===== src/sync_ctrl_pkg.sv =====
package sync_ctrl_pkg;

  // ****************************************************
  // Register map
  // ****************************************************
  localparam logic [7:0] ADDR_SYNC_MODE    = 8'h0e;
  localparam logic [7:0] ADDR_CLAMP_COAST  = 8'h0f;
  localparam logic [7:0] ADDR_SLICER_CLAMP = 8'h10;

  // Field positions in sync_mode_control
  localparam int VS_INVERT_BIT   = 2;
  localparam int VS_OVERRIDE_BIT = 1;
  localparam int VS_SELECT_BIT   = 0;

  // Field positions in clamp_coast_power_control
  localparam int CLAMP_EXT_BIT     = 7;
  localparam int CLAMP_POL_BIT     = 6;
  localparam int COAST_VSYNC_BIT   = 5;
  localparam int COAST_OVR_BIT     = 4;
  localparam int COAST_POL_BIT     = 3;
  localparam int SEEK_ALLOW_BIT    = 2;
  localparam int POWER_DOWN_N_BIT  = 1;

  // Field positions in slicer_clamp_reference_control
  localparam int SLICER_LSB    = 3;
  localparam int RED_MID_BIT   = 2;
  localparam int GREEN_MID_BIT = 1;
  localparam int BLUE_MID_BIT  = 0;

  // Power-up values; unlisted bits reset to zero
  localparam logic [7:0] RST_SYNC_MODE    = 8'h00;
  localparam logic [7:0] RST_CLAMP_COAST  = 8'h4e;
  localparam logic [4:0] RST_SLICER_CODE  = 5'h17;
  localparam logic [7:0] RST_SLICER_CLAMP = {RST_SLICER_CODE, 3'b000};

  // Control fields handed to the sync, clamp and coast logic
  typedef struct packed {
    logic       vs_invert_n;
    logic       vs_override;
    logic       vs_select;
    logic       clamp_ext;
    logic       clamp_pol;
    logic       coast_vsync;
    logic       coast_ovr;
    logic       coast_pol;
    logic       seek_allow;
    logic       power_down_n;
    logic [4:0] slicer_code;
    logic [2:0] clamp_mid;
  } ctrl_fields_t;

  // Register bus request
  typedef struct packed {
    logic       wr;
    logic       rd;
    logic [7:0] addr;
    logic [7:0] wdata;
  } reg_req_t;

endpackage

===== src/clamp_gen.sv =====
`timescale 1ns/100ps
// Internal clamp window counted from the active hsync leading edge
module clamp_gen #(
  parameter int CW = 8
) (
  // Clock and reset
  input  wire logic          clk_sys_i,
  input  wire logic          rst_b_i,
  // Timing
  input  wire logic          hs_lead_i,
  input  wire logic [CW-1:0] place_i,
  input  wire logic [CW-1:0] dur_i,
  // Result
  output logic               clamp_o
);

  // Refuse widths the window arithmetic cannot serve
  if (CW < 1 || CW > 16) begin : g_cw_check
    $error("clamp_gen: CW out of range");
  end

  logic [CW:0] cnt_q;
  logic        run_q;

  // Count from each leading edge; a new edge restarts the window
  always_ff @(posedge clk_sys_i or negedge rst_b_i) begin
    if (!rst_b_i) begin
      cnt_q <= '0;
      run_q <= 1'b0;
    end else if (hs_lead_i) begin
      cnt_q <= '0;
      run_q <= 1'b1;
    end else if (run_q) begin
      cnt_q <= cnt_q + 1'b1;
      if (cnt_q == ({1'b0, place_i} + {1'b0, dur_i})) run_q <= 1'b0;
    end
  end

  // Active from placement for duration cycles
  always_ff @(posedge clk_sys_i or negedge rst_b_i) begin
    if (!rst_b_i) clamp_o <= 1'b0;
    else clamp_o <= run_q && !hs_lead_i && (dur_i != '0)
                    && (cnt_q >= {1'b0, place_i})
                    && (cnt_q < ({1'b0, place_i} + {1'b0, dur_i}));
  end

endmodule


===== src/pin_sync.sv =====
`timescale 1ns/100ps
// Two-stage synchroniser for a group of pins
module pin_sync #(
  parameter int W = 1
) (
  // Clock and reset
  input  wire logic         clk_sys_i,
  input  wire logic         rst_b_i,
  // Data
  input  wire logic [W-1:0] d_i,
  output logic      [W-1:0] q_o
);

  // An empty group would leave the output undriven
  if (W < 1) begin : g_w_check
    $error("pin_sync: W must be positive");
  end

  logic [W-1:0] meta_q;

  // First stage feeds only the second
  always_ff @(posedge clk_sys_i or negedge rst_b_i) begin
    if (!rst_b_i) begin
      meta_q <= '0;
      q_o    <= '0;
    end else begin
      meta_q <= d_i;
      q_o    <= meta_q;
    end
  end

endmodule


===== src/sync_clamp_coast_control.sv =====
// Our own choice: the plain strobed port.
`timescale 1ns/100ps
module sync_clamp_coast_control #(
  parameter int CW = 8
) (
  // Clock and reset
  input  wire logic          clk_sys_i,
  input  wire logic          rst_b_i,
  // Register port
  input  wire logic [7:0]    addr_i,
  input  wire logic [7:0]    wdata_i,
  input  wire logic          wr_i,
  input  wire logic          rd_i,
  output logic      [7:0]    rdata_o,
  // Sync pins and internal sources
  input  wire logic          vsync_pin_i,
  input  wire logic          coast_pin_i,
  input  wire logic          clamp_pin_i,
  input  wire logic          green_embedded_sync_in_i,
  input  wire logic          sep_vsync_i,
  input  wire logic          hs_lead_i,
  input  wire logic          vs_active_i,
  input  wire logic          coast_pol_det_i,
  input  wire logic [CW-1:0] clamp_place_i,
  input  wire logic [CW-1:0] clamp_dur_i,
  // Steering outputs
  output logic               vsync_o,
  output logic               active_vertical_sync_status_o,
  output logic               clamp_o,
  output logic [2:0]         clamp_mid_o,
  output logic               coast_o,
  output logic               seek_mode_o,
  output logic               full_power_down_n_o,
  output logic [4:0]         slicer_code_o
);

  // Refuse clamp counter widths the window arithmetic cannot serve
  if (CW < 1 || CW > 16) begin : g_cw_check
    $error("CW out of range");
  end

  // ****************************************************
  // Register file
  // ****************************************************
  sync_ctrl_pkg::reg_req_t req;
  assign req = '{wr: wr_i, rd: rd_i, addr: addr_i, wdata: wdata_i};

  logic [7:0] mode_q;
  logic [7:0] coast_q;
  logic [7:0] slicer_q;

  // Writes only; fields hold otherwise
  always_ff @(posedge clk_sys_i or negedge rst_b_i) begin
    if (!rst_b_i) begin
      mode_q   <= sync_ctrl_pkg::RST_SYNC_MODE;
      coast_q  <= sync_ctrl_pkg::RST_CLAMP_COAST;
      slicer_q <= sync_ctrl_pkg::RST_SLICER_CLAMP;
    end else if (req.wr) begin
      unique case (req.addr)
        sync_ctrl_pkg::ADDR_SYNC_MODE:    mode_q   <= req.wdata;
        sync_ctrl_pkg::ADDR_CLAMP_COAST:  coast_q  <= req.wdata;
        sync_ctrl_pkg::ADDR_SLICER_CLAMP: slicer_q <= req.wdata;
        default: ;
      endcase
    end
  end

  // Read data one cycle later; unmapped reads zero
  always_ff @(posedge clk_sys_i or negedge rst_b_i) begin
    if (!rst_b_i) rdata_o <= 8'h00;
    else if (req.rd) begin
      unique case (req.addr)
        sync_ctrl_pkg::ADDR_SYNC_MODE:    rdata_o <= mode_q;
        sync_ctrl_pkg::ADDR_CLAMP_COAST:  rdata_o <= coast_q;
        sync_ctrl_pkg::ADDR_SLICER_CLAMP: rdata_o <= slicer_q;
        default:                          rdata_o <= 8'h00;
      endcase
    end else rdata_o <= 8'h00;
  end

  // Decoded fields
  sync_ctrl_pkg::ctrl_fields_t f;
  always_comb begin
    f.vs_invert_n  = mode_q[sync_ctrl_pkg::VS_INVERT_BIT];
    f.vs_override  = mode_q[sync_ctrl_pkg::VS_OVERRIDE_BIT];
    f.vs_select    = mode_q[sync_ctrl_pkg::VS_SELECT_BIT];
    f.clamp_ext    = coast_q[sync_ctrl_pkg::CLAMP_EXT_BIT];
    f.clamp_pol    = coast_q[sync_ctrl_pkg::CLAMP_POL_BIT];
    f.coast_vsync  = coast_q[sync_ctrl_pkg::COAST_VSYNC_BIT];
    f.coast_ovr    = coast_q[sync_ctrl_pkg::COAST_OVR_BIT];
    f.coast_pol    = coast_q[sync_ctrl_pkg::COAST_POL_BIT];
    f.seek_allow   = coast_q[sync_ctrl_pkg::SEEK_ALLOW_BIT];
    f.power_down_n = coast_q[sync_ctrl_pkg::POWER_DOWN_N_BIT];
    f.slicer_code  = slicer_q[7:sync_ctrl_pkg::SLICER_LSB];
    f.clamp_mid    = slicer_q[2:0];
  end

  // ****************************************************
  // Pin synchronisers
  // ****************************************************
  logic [3:0] pins_s;
  pin_sync #(.W(4)) u_pins (
    .clk_sys_i (clk_sys_i),
    .rst_b_i   (rst_b_i),
    .d_i       ({vsync_pin_i, coast_pin_i, clamp_pin_i,
                 green_embedded_sync_in_i}),
    .q_o       (pins_s)
  );
  logic vs_pin_s;
  logic coast_pin_s;
  logic clamp_pin_s;
  logic sog_s;
  assign {vs_pin_s, coast_pin_s, clamp_pin_s, sog_s} = pins_s;

  // ****************************************************
  // Vsync source and coast
  // ****************************************************
  // Automatic choice prefers the pin while it shows activity
  logic active_vertical_sync_status;
  assign active_vertical_sync_status = f.vs_override ? f.vs_select
                             : !vs_active_i;
  logic vs_src;
  assign vs_src = active_vertical_sync_status ? sep_vsync_i : vs_pin_s;

  // Coast source then polarity; active level compared to high
  logic coast_raw;
  logic coast_hi;
  assign coast_raw = f.coast_vsync ? vs_src : coast_pin_s;
  assign coast_hi  = f.coast_ovr ? f.coast_pol
                                 : coast_pol_det_i;

  // Sync outputs registered
  always_ff @(posedge clk_sys_i or negedge rst_b_i) begin
    if (!rst_b_i) begin
      vsync_o                       <= 1'b0;
      active_vertical_sync_status_o <= 1'b0;
      coast_o                       <= 1'b0;
    end else begin
      vsync_o                       <= vs_src ^ !f.vs_invert_n;
      active_vertical_sync_status_o <= active_vertical_sync_status;
      coast_o <= coast_hi ? coast_raw : !coast_raw;
    end
  end

  // ****************************************************
  // Clamp
  // ****************************************************
  logic clamp_int;
  clamp_gen #(.CW(CW)) u_clamp (
    .clk_sys_i (clk_sys_i),
    .rst_b_i   (rst_b_i),
    .hs_lead_i (hs_lead_i),
    .place_i   (clamp_place_i),
    .dur_i     (clamp_dur_i),
    .clamp_o   (clamp_int)
  );

  // External clamp: polarity 1 means clamp on low level
  always_ff @(posedge clk_sys_i or negedge rst_b_i) begin
    if (!rst_b_i) clamp_o <= 1'b0;
    else if (f.clamp_ext) clamp_o <= clamp_pin_s ^ f.clamp_pol;
    else clamp_o <= clamp_int;
  end

  // ****************************************************
  // Power, seek, slicer and clamp reference
  // ****************************************************
  // Seek only with no vsync or green sync activity; green activity is
  // approximated by the synchronised level, a detector sits elsewhere
  always_ff @(posedge clk_sys_i or negedge rst_b_i) begin
    if (!rst_b_i) begin
      seek_mode_o         <= 1'b0;
      full_power_down_n_o <= 1'b1;
      slicer_code_o       <= sync_ctrl_pkg::RST_SLICER_CODE;
      clamp_mid_o         <= 3'b000;
    end else begin
      seek_mode_o         <= f.seek_allow && !vs_active_i && !sog_s;
      full_power_down_n_o <= f.power_down_n;
      slicer_code_o       <= f.slicer_code;
      clamp_mid_o         <= f.clamp_mid;
    end
  end
endmodule


===== config.mk =====
export PLATFORM = sky130hd
export DESIGN_NAME = sync_clamp_coast_control
export DESIGN_NICKNAME = d
export VERILOG_FILES = /design/src/sync_ctrl_pkg.sv /design/src/clamp_gen.sv /design/src/pin_sync.sv /design/src/sync_clamp_coast_control.sv
export SDC_FILE = /design/constraint.sdc
export NUM_CORES = 1
export LEC_CHECK = 0
export BUFFER_PORTS_ARGS = -buffer_cell sky130_fd_sc_hd__buf_2
export CAP_MARGIN = 20
export CORE_ASPECT_RATIO = 1.5
export CORE_MARGIN = 1
export CORE_UTILIZATION = 55
export DETAILED_ROUTE_END_ITERATION = 16
export GPL_ROUTABILITY_DRIVEN = 0
export PLACE_DENSITY_LB_ADDON = 0.3
export SYNTH_ARGS = -nofsm -noshare
export SYNTH_HDL_FRONTEND = slang
export SYNTH_SLANG_ARGS = --single-unit

===== constraint.sdc =====
create_clock -name clk_sys_i -period 3.3 [get_ports clk_sys_i]
set_input_delay 0.66 -clock clk_sys_i [delete_from_list [all_inputs] [get_ports clk_sys_i]]
set_output_delay 0.66 -clock clk_sys_i [all_outputs]
set_load 0.01 [all_outputs]

Yosys cells after proc, flatten, opt, wreduce, memory -nomap -nowiden. Cells that the tools add are included.

Bits in latches: 0. Bits of input ports: 44. Logic and storage cells: 56. Memories kept: 0. Output and inout port bits: 22. Register bits after elaboration: 65. RAM bits: 0. Bits in read-only memories: 0.

Add/sub/neg operators: 2. Order comparisons: 2. Div/mod/pow operators: 0. Shifts and indexed selects: 0. Reduce and logical (&&, ||, !) cells: 16. Muxes and demuxes: 13. $mul: 0. Bitwise gates (word level): 2. Equality and inequality tests: 4.

Operator list (count): $pmux 8 s3 (1); $mux 9 (2); $eq 8x4->1 const B (2); $add 8x8->9 (1); $add 9x1->9 const B (1); $eq 9x9->1 (1); $ge 9x8->1 (1); $lt 9x9->1 (1); $mux 1 (9); $eq 8x5->1 const B (1); $mux 8 (1); $reduce_bool 8->1 (1); $logic_and 1x1->1 (6); $reduce_and 2->1 (3); $logic_not 1->1 (5); $reduce_bool 2->1 (1); $xor 1x1->1 (2).

Logic depth before layout (Yosys ltp). Gate-level depths: netlist of run 1.

Word-level depth: 6. Depth in mapped cells: 13. Depth with buffers taken out: 13.

By module. From an unflattened synthesis of run 1, not the netlist that was laid out.

Cell total of the unflattened synthesis: 279. Area, all modules: 3299.4 µm².

Modules (own cells, without submodules): sync_clamp_coast_control (cells each 130, instances 1, area an instance 1868.0 µm²); clamp_gen (cells each 141, instances 1, area an instance 1231.2 µm²); pin_sync (cells each 8, instances 1, area an instance 200.2 µm²).

Least setup slack after synthesis of run 1. No wires, ideal clock.

Path type: input -> register. Start: input port clamp_place_i[0]. End: register u_clamp.clamp_o. Data required time: 3.206 ns. Stages on the path: 13. Setup slack: 0.531 ns. Arrival time: 2.675 ns. Path through: ha_1 > inv_1 > fa_1 > nor2b_1 > o21ai_1 > a21boi_0 > o21ai_0 > a21o_1 > ha_1 > o21a_1 > o211ai_1 > a31oi_1 > a211oi_1.

Longest elaborated chain between the ends: 3. Elaborated cells on any way between the ends: 5. Classes of those cells: 1 x add/sub; 2 x order compare; 2 x reduce/logical.

RTL lines: start, declared (line sync_clamp_coast_control.sv:24) `input wire logic [CW-1:0] clamp_place_i,`; $add 8x8->9 or $ge 9x8->1 (tied branches) (line clamp_gen.sv:44, clamp_gen.sv:43); $lt 9x9->1 or $logic_and 1x1->1 (tied branches) (line clamp_gen.sv:44, clamp_gen.sv:43); $logic_and 1x1->1 (*) (line clamp_gen.sv:44) `&& (cnt_q < ({1'b0, place_i} + {1'b0, dur_i}));`; end signal, assigned (line clamp_gen.sv:42) `else clamp_o <= run_q && !hs_lead_i && (dur_i != '0)`; end, declared (line clamp_gen.sv:14) `output logic clamp_o`.

Mark *: on every way between the ends. The rest lies on a longest branch, timed or not. A chain may end at the register's enable or synchronous reset.

Final worst setup path of run 1. Ends and elaborated chain as after synthesis.

==> flow_metrics.env, run 1 <==
export IMPL_postSynthNetCount=342
export IMPL_layout_drive_gt1_share_pct=37.2
export IMPL_critPathMaxStageDelay_ns=0.39
export IMPL_rsz0062_at_grt="false"
export IMPL_cts_hold_buf=0
export IMPL_synth_area_top_cells="dfrtp_1, dfstp_2, ha_1"
export IMPL_cpMaxStageDelayCell="fa_1"
export IMPL_clk_path_buf_depth=2
export IMPL_setup_tns_ns=0
export IMPL_synth_edf_count=0
export IMPL_max_freq_mhz=365
export IMPL_via_per_inst=5.44
export IMPL_cts_setup_buffers=0
export IMPL_finalClockSkew_ns=0.00549
export IMPL_stdcell_area_mm2=0.00381
export IMPL_nets=413
export IMPL_antennaDiodeCount=0
export IMPL_pwr_share_clk_pct=37.1
export IMPL_clock_sinks=65
export IMPL_numCtsBuffers=9
export IMPL_dieWidth_um=64.6
export IMPL_crit_chain="buf_2, ha_1, inv_1, fa_1, nor2b_1, o21ai_1, a21boi_0, o21ai_0, a21o_1, ha_1, o21a_1, o211ai_1, a31oi_1, a211oi_1"
export IMPL_cp_max_fo=3
export IMPL_crit_path_end_kind="flip-flop"
export IMPL_ys_seq_elements=65
export IMPL_clkSlewWorstSetupHoldPaths_ns=0.06
export IMPL_crit_required_ns=3.54
export IMPL_firstDrtPassIters=4
export IMPL_grt_use_total_pct=23.3
export IMPL_yosysTopAreaCell="dfrtp_1"
export IMPL_netSwitchingFraction_pct=24.4
export IMPL_placed_cell_area_mm2=0.00362
export IMPL_cts_resized=0
export IMPL_relSlewSlack_pct=48.7
export IMPL_cpMostUsedCell="ha_1"
export IMPL_cp_num_buf_inv=2
export IMPL_grt_first_pass_wirelength_mm=10.7
export IMPL_io_buffers=65
export IMPL_internal_power_w=0.00129
export IMPL_drt_wl_total_mm=6.18
export IMPL_die_h_um=95.9
export IMPL_p_sw_w=0.000416
export IMPL_multi_input_area_mm2=0.00151
export IMPL_root_buffer="clkbuf_8"
export IMPL_ys_types=44
export IMPL_antenna_found_initial=0
export IMPL_wl_per_cell_um=14.8
export IMPL_synth_area_mm2=0.00323
export IMPL_ctsHtreeMaxLevel=3
export IMPL_hpwl_mm=4.79
export IMPL_initial_core_util_pct=58.0
export IMPL_setup_viol=0
export IMPL_synth_top_cell_area_share_pct=40.2
export IMPL_hold_ws_ns=0.353
export IMPL_combPwrFrac_pct=12.7
export IMPL_worstSetupPathType="input pin to flip-flop"
export IMPL_outcome="completed"
export IMPL_core_mm2=0.00557
export IMPL_critPathTopFamily="compound AO/OA/AOI/OAI gates"
export IMPL_seq_area_mm2=0.00164
export IMPL_cts_tree="yes"
export IMPL_synthArstFlopShare_pct=100
export IMPL_yosysSeqAreaShare_pct=50.8
export IMPL_worst_slew_pin_slew_ns=0.770
export IMPL_synthFlopType="dfrtp_1"
export IMPL_avgSynthCellArea_um2=11.9
export IMPL_final_cell_mix="buf_2, dfrtp_1, nor2_1, ha_1, mux2_2"
export IMPL_clock_latency_ns=0.33
export IMPL_sequentialPowerShare_pct=50.1
export IMPL_drc=0
export IMPL_power_leakage_nw=1.93
export IMPL_finalNonFillerCells=417
export IMPL_finalHoldViolations=0
export IMPL_cap_violations=0
export IMPL_drv_slew=0
export IMPL_ant_nets=0
export IMPL_num_io_pins=66
export IMPL_num_vias=2269
export IMPL_row_count=33
export IMPL_min_period_ns=2.74
export IMPL_fillers=425
export IMPL_grt_max_degree=66
export IMPL_first_global_vias=2443
export IMPL_grt_ovfl_total=0
export IMPL_ir_drop_uv=199
export IMPL_arrival_ns=2.98
export IMPL_p_per_area_mw_per_mm2=447
export IMPL_syn_inst=271
export IMPL_fin_crit_sh_pct=82.9
export IMPL_place_inst=401
export IMPL_cp_start_kind="input pin"
export IMPL_layout_commonest_cell="buf_2"
export IMPL_area_growth_pct=17.9
export IMPL_ys_warn_count=0
export IMPL_fp_dieArea_mm2=0.00620
export IMPL_drtIter0Drc=208
export IMPL_min_path_type="flip-flop to flip-flop"
-- per-layer routing --
| metal | global-route usage (%) | vias to the layer above | part of all wire (%) |
|---|---|---|---|
| met4 | 14.6 | 0 | 3.6 |
| met3 | 3.55 | 18 | 3.6 |
| met1 | 23.9 | 1066 | 38 |
| met5 | 0 | - | 0 |
| li1 | - | 1106 | - |
| met2 | 43.5 | 79 | 55 |
-- worst reg2reg max path: stages (launching register included) --
cell,delay (ns)
dfrtp_1,0.43
ha_1,0.33
a21oi_1,0.13
a21boi_0,0.10
o311a_1,0.33
o21ai_0,0.24
a211oi_1,0.12
-- path summary, 6_finish.rpt --
path / end / depth (start not counted) / slack (ns) / from
max in group asynchronous: u_clamp.cnt_q[8]$_DFFE_PN0P_ / 2 / 2.31 / rst_b_i
setup / recovery: u_clamp.clamp_o$_DFF_PN0_ / 14 / 0.56 / clamp_place_i[0]
setup reg to reg: u_clamp.clamp_o$_DFF_PN0_ / 6 / 1.50 / u_clamp.cnt_q[3]$_DFFE_PN0P_
min in group asynchronous: clamp_mid_o[1]$_DFF_PN0_ / 2 / 0.48 / rst_b_i
hold / removal: u_pins.q_o[3]$_DFF_PN0_ / 0 / 0.35 / u_pins.meta_q[3]$_DFF_PN0_
hold reg to reg: u_pins.q_o[3]$_DFF_PN0_ / 0 / 0.35 / u_pins.meta_q[3]$_DFF_PN0_
-- kinds of logic (layout without fill, tap and decap cells) --
group           Yosys count  after routing  share of synthesized area [%]
mux                      34             34                           12.6
compound gates           40             40                           8.08
buf+inv                  19             95                           2.55
flops                    65             65                           50.8
simple gates             71             71                           11.2
fa+ha+maj                27             27                           10.7
xor+xnor                 15             15                           4.06
-- state kept, by name (all words and copies together) (netlist names) --
signal,cells
active_vertical_sync_status_o,1
slicer_code_o,5
coast_q,8
rdata_o,8
coast_o,1
mode_q,8
clamp_mid_o,3
u_clamp.cnt_q,9
clamp_o,1
u_pins.meta_q,4
vsync_o,1
full_power_down_n_o,1
slicer_q,8
u_pins.q_o,4
seek_mode_o,1
u_clamp.clamp_o,1
u_clamp.run_q,1
-- area by class of cell --
class	count	area share, %
well taps	70	2.30
clock inverters	2	0.262
repair buffers	66	8.73
flip-flops and latches	65	43.1
inverters	13	1.28
clock buffers	14	4.79
multi-input cells	187	39.6
-- per-stage QoR --
step                power [W]  util, %  setup slack, ns
finish                0.00171     68.4            0.563
global route          0.00178     68.4            0.355
CTS                   0.00172     68.4            0.561
detailed placement    0.00109     65.0            0.214
global placement      0.00108     65.0            0.271
floorplan            0.000997        -            0.531
-- power groups by stage --
stage,sequential (W),clock (W),combinational [W]
after floorplan,0.000869,0,0.000128
after global placement,0.000867,0,0.000213
after detailed placement,0.000868,0,0.000220
after CTS,0.000855,0.000641,0.000221
after global routing,0.000858,0.000676,0.000249
final,0.000855,0.000633,0.000217
-- Yosys cell counts, types with 2 or more instances --
master and count:
clkbuf_1 2, nand3_1 6, nor3_1 4, a31oi_1 2, buf_2 3, nand4_1 6
a21oi_1 9, and3_1 3, nand2_1 12, a22oi_1 8, ha_1 26, a21boi_0 2
inv_1 13, o21ai_0 7, dfstp_2 13, a21o_1 2, dfrtp_1 52, xnor2_1 6
and2_1 2, a211oi_1 2, mux2_4 8, o311a_1 2, mux2i_1 4, o211ai_1 2
mux2_2 22, nor2_1 26, xor2_1 9, nor4_1 2
(Power assumes the default switching activity.)
==> run 2, diff against run 1 <==
- ABC_AREA: default -> 1
- CORE_UTILIZATION: 55 -> 50
- clock period: 3.3 -> 2.19 ns (I/O delays scaled with it)
==> run 2 against run 1 <==
- non-clock buffer count increased by 21
- first-iteration DRC count is 40% lower
- cell area is 11% higher
- sequential power rose by 51%
- global-route usage fell by 0.34 points
- count of clock-buffer cells in the layout decreased by 1
- via count rose by 35%
- largest power group unchanged
==> flow_metrics.env, run 2 <==
export IMPL_synth_top_cell_area_share_pct=37.4
export IMPL_cpMaxStageDelayCell="fa_1"
export IMPL_ys_types=34
export IMPL_power_leakage_nw=2.39
export IMPL_p_per_area_mw_per_mm2=629
export IMPL_num_vias=3055
export IMPL_cpMostUsedCell="nand2_1"
export IMPL_clk_path_buf_depth=2
export IMPL_crit_required_ns=2.43
export IMPL_crit_chain="buf_2, ha_1, inv_1, fa_1, o21ai_2, nand2_1, nand2_1, xnor2_1, ha_1, nand2_1, nor2_1, nand3b_1, nand3_1, nor2_1"
export IMPL_avgSynthCellArea_um2=8.34
export IMPL_min_period_ns=2.04
export IMPL_drv_slew=0
export IMPL_final_cell_mix="nand2_1, buf_2, dfrtp_1, inv_1, nand3_1"
export IMPL_drtIter0Drc=125
export IMPL_post_synth_top_count_cell="nand2_1"
export IMPL_total_power_w=0.00266
export IMPL_grt_ovfl_total=0
export IMPL_cap_violations=0
export IMPL_worst_slew_pin_slew_ns=0.502
export IMPL_yosysSeqAreaShare_pct=47.2
export IMPL_postSynthNetCount=488
export IMPL_arrival_ns=2.29
export IMPL_root_buffer="clkbuf_8"
export IMPL_hpwl_mm=5.97
export IMPL_finalClockSkew_ns=0.00914
export IMPL_rsz0062_at_grt="false"
export IMPL_numCtsBuffers=9
export IMPL_io_buffers=65
export IMPL_cp_max_fo=3
export IMPL_dieWidth_um=70.1
export IMPL_synth_area_top_cells="dfrtp_1, nand2_1, dfstp_2"
export IMPL_synthArstFlopShare_pct=100
export IMPL_placed_cell_area_mm2=0.00403
export IMPL_cts_resized=0
export IMPL_cts_hold_buf=0
export IMPL_stdcell_area_mm2=0.00423
export IMPL_ys_warn_count=0
export IMPL_cts_tree="yes"
export IMPL_crit_path_end_kind="flip-flop"
export IMPL_finalHoldViolations=0
export IMPL_firstDrtPassIters=4
export IMPL_synthFlopType="dfrtp_1"
export IMPL_grt_max_degree=66
export IMPL_clock_latency_ns=0.34
export IMPL_core_mm2=0.00662
export IMPL_initial_core_util_pct=52.5
export IMPL_largest_reg_flops=9
export IMPL_synth_area_mm2=0.00348
export IMPL_antennaDiodeCount=0
export IMPL_die_h_um=104
export IMPL_max_freq_mhz=490
export IMPL_setup_tns_ns=0
export IMPL_synth_edf_count=0
export IMPL_largest_register="u_clamp.cnt_q"
export IMPL_layout_commonest_cell="nand2_1"
export IMPL_drc=0
export IMPL_worstSetupPathType="input pin to flip-flop"
export IMPL_clock_sinks=65
export IMPL_area_growth_pct=21.6
export IMPL_ys_seq_elements=65
export IMPL_row_count=36
export IMPL_grt_first_pass_wirelength_mm=13.1
export IMPL_num_io_pins=66
export IMPL_fp_dieArea_mm2=0.00730
export IMPL_ctsHtreeMaxLevel=3
export IMPL_ant_nets=0
export IMPL_clkSlewWorstSetupHoldPaths_ns=0.07
export IMPL_min_path_type="input pin to asynchronous set/reset pin"
export IMPL_drt_wl_total_mm=7.63
export IMPL_yosysTopAreaCell="dfrtp_1"
export IMPL_antenna_found_initial=0
export IMPL_synth_commonest_cells="nand2_1, dfrtp_1, inv_1, nand3_1, nor2_1"
export IMPL_nets=580
export IMPL_ir_drop_uv=275
export IMPL_layout_drive_gt1_share_pct=24.1
export IMPL_wl_per_cell_um=12.9
export IMPL_cp_start_kind="input pin"
export IMPL_critPathMaxStageDelay_ns=0.39
export IMPL_fin_crit_sh_pct=93.3
export IMPL_syn_inst=417
export IMPL_relSlewSlack_pct=66.5
export IMPL_outcome="completed"
export IMPL_grt_use_total_pct=22.9
export IMPL_fin_util_pct=63.9
export IMPL_setup_viol=0
export IMPL_first_global_vias=3054
export IMPL_via_per_inst=5.18
[run 2: cell types whose count changed in the layout (fill, tap and decap cells not counted), sizes merged, moves of 7 or more]
cell / previous run / this run
a22oi: 8 / 0
buf: 66 / 87
inv: 13 / 46
mux2: 30 / 0
nand2: 12 / 128
nand3: 6 / 40
o21ai: 8 / 29
xor2: 9 / 2
[run 2: kinds of logic after synthesis]
group | count (synthesis) | share of synthesized area, %
simple gates | 217 | 27.7
flops | 65 | 47.2
buf+inv | 54 | 6.33
compound gates | 47 | 6.98
fa+ha+maj | 27 | 9.93
xor+xnor | 7 | 1.76
[run 2: repair_timing]
action,CTS,global route
setup endpoints to repair,0,2
endpoints found under the hold margin,0,0
setup buffers,0,1
[run 2: final timing paths]
check	from	to	slack [ns]	depth (start not counted)
worst min-delay path	rst_b_i	rdata_o[1]$_DFF_PN0_	0.1	2
max in group asynchronous	rst_b_i	slicer_q[4]$_DFFE_PN1P_	1.78	2
worst max-delay path	clamp_place_i[0]	u_clamp.clamp_o$_DFF_PN0_	0.15	14
min in group clk_sys_i	clamp_pin_i	u_pins.meta_q[1]$_DFF_PN0_	0.20	1
worst min register to register	u_pins.meta_q[2]$_DFF_PN0_	u_pins.q_o[2]$_DFF_PN0_	0.35	0
worst max register to register	u_clamp.cnt_q[4]$_DFFE_PN0P_	u_clamp.clamp_o$_DFF_PN0_	0.54	9
[run 2: layout make-up]
| cell class | instances | area, um2 |
|---|---|---|
| multi-input cells | 298 | 1620 |
| inverters | 48 | 180 |
| repair buffers | 87 | 503 |
| well taps | 76 | 95.1 |
| clock inverters | 3 | 40.0 |
| fillers | 578 | 2390 |
| clock buffers | 13 | 149 |
| flip-flops and latches | 65 | 1640 |
[run 2: critical path: cells and delay by family]
family	cells	cell delay (ns)
XOR/XNOR	1	0.07
AO/OA/AOI/OAI	1	0.19
AND/OR/NAND/NOR	7	0.60
adder cells (fa/ha/maj)	3	0.84
buffers and inverters	2	0.15
[run 2: report_power, final]
part / switching (W) / internal [W] / leakage (nW)
Sequential: 0.0000311 / 0.00126 / 0.813
Combinational: 0.000218 / 0.000166 / 1.48
Clock: 0.000427 / 0.000554 / 0.0974
[run 2: layer usage]
metal | share of wire (%) | GRT usage (%) | up-vias | wire length [um]
li1 | - | - | 1526 | -
met1 | 35 | 22.3 | 1413 | 2690
met2 | 57 | 43.3 | 93 | 4350
met3 | 3.5 | 4.65 | 23 | 270
met4 | 4.2 | 13.1 | 0 | 320
met5 | 0 | 0 | - | 0
[run 2: stage by stage]
step	setup slack, ns	std cells	hold slack, ns
final	0.148	590	0.0990
after global routing	0.0115	590	0.119
after CTS	0.162	589	0.105
after detailed placement	-0.218	573	0.337
after global placement	-0.165	573	0.334
after floorplan	0.0102	417	0.142
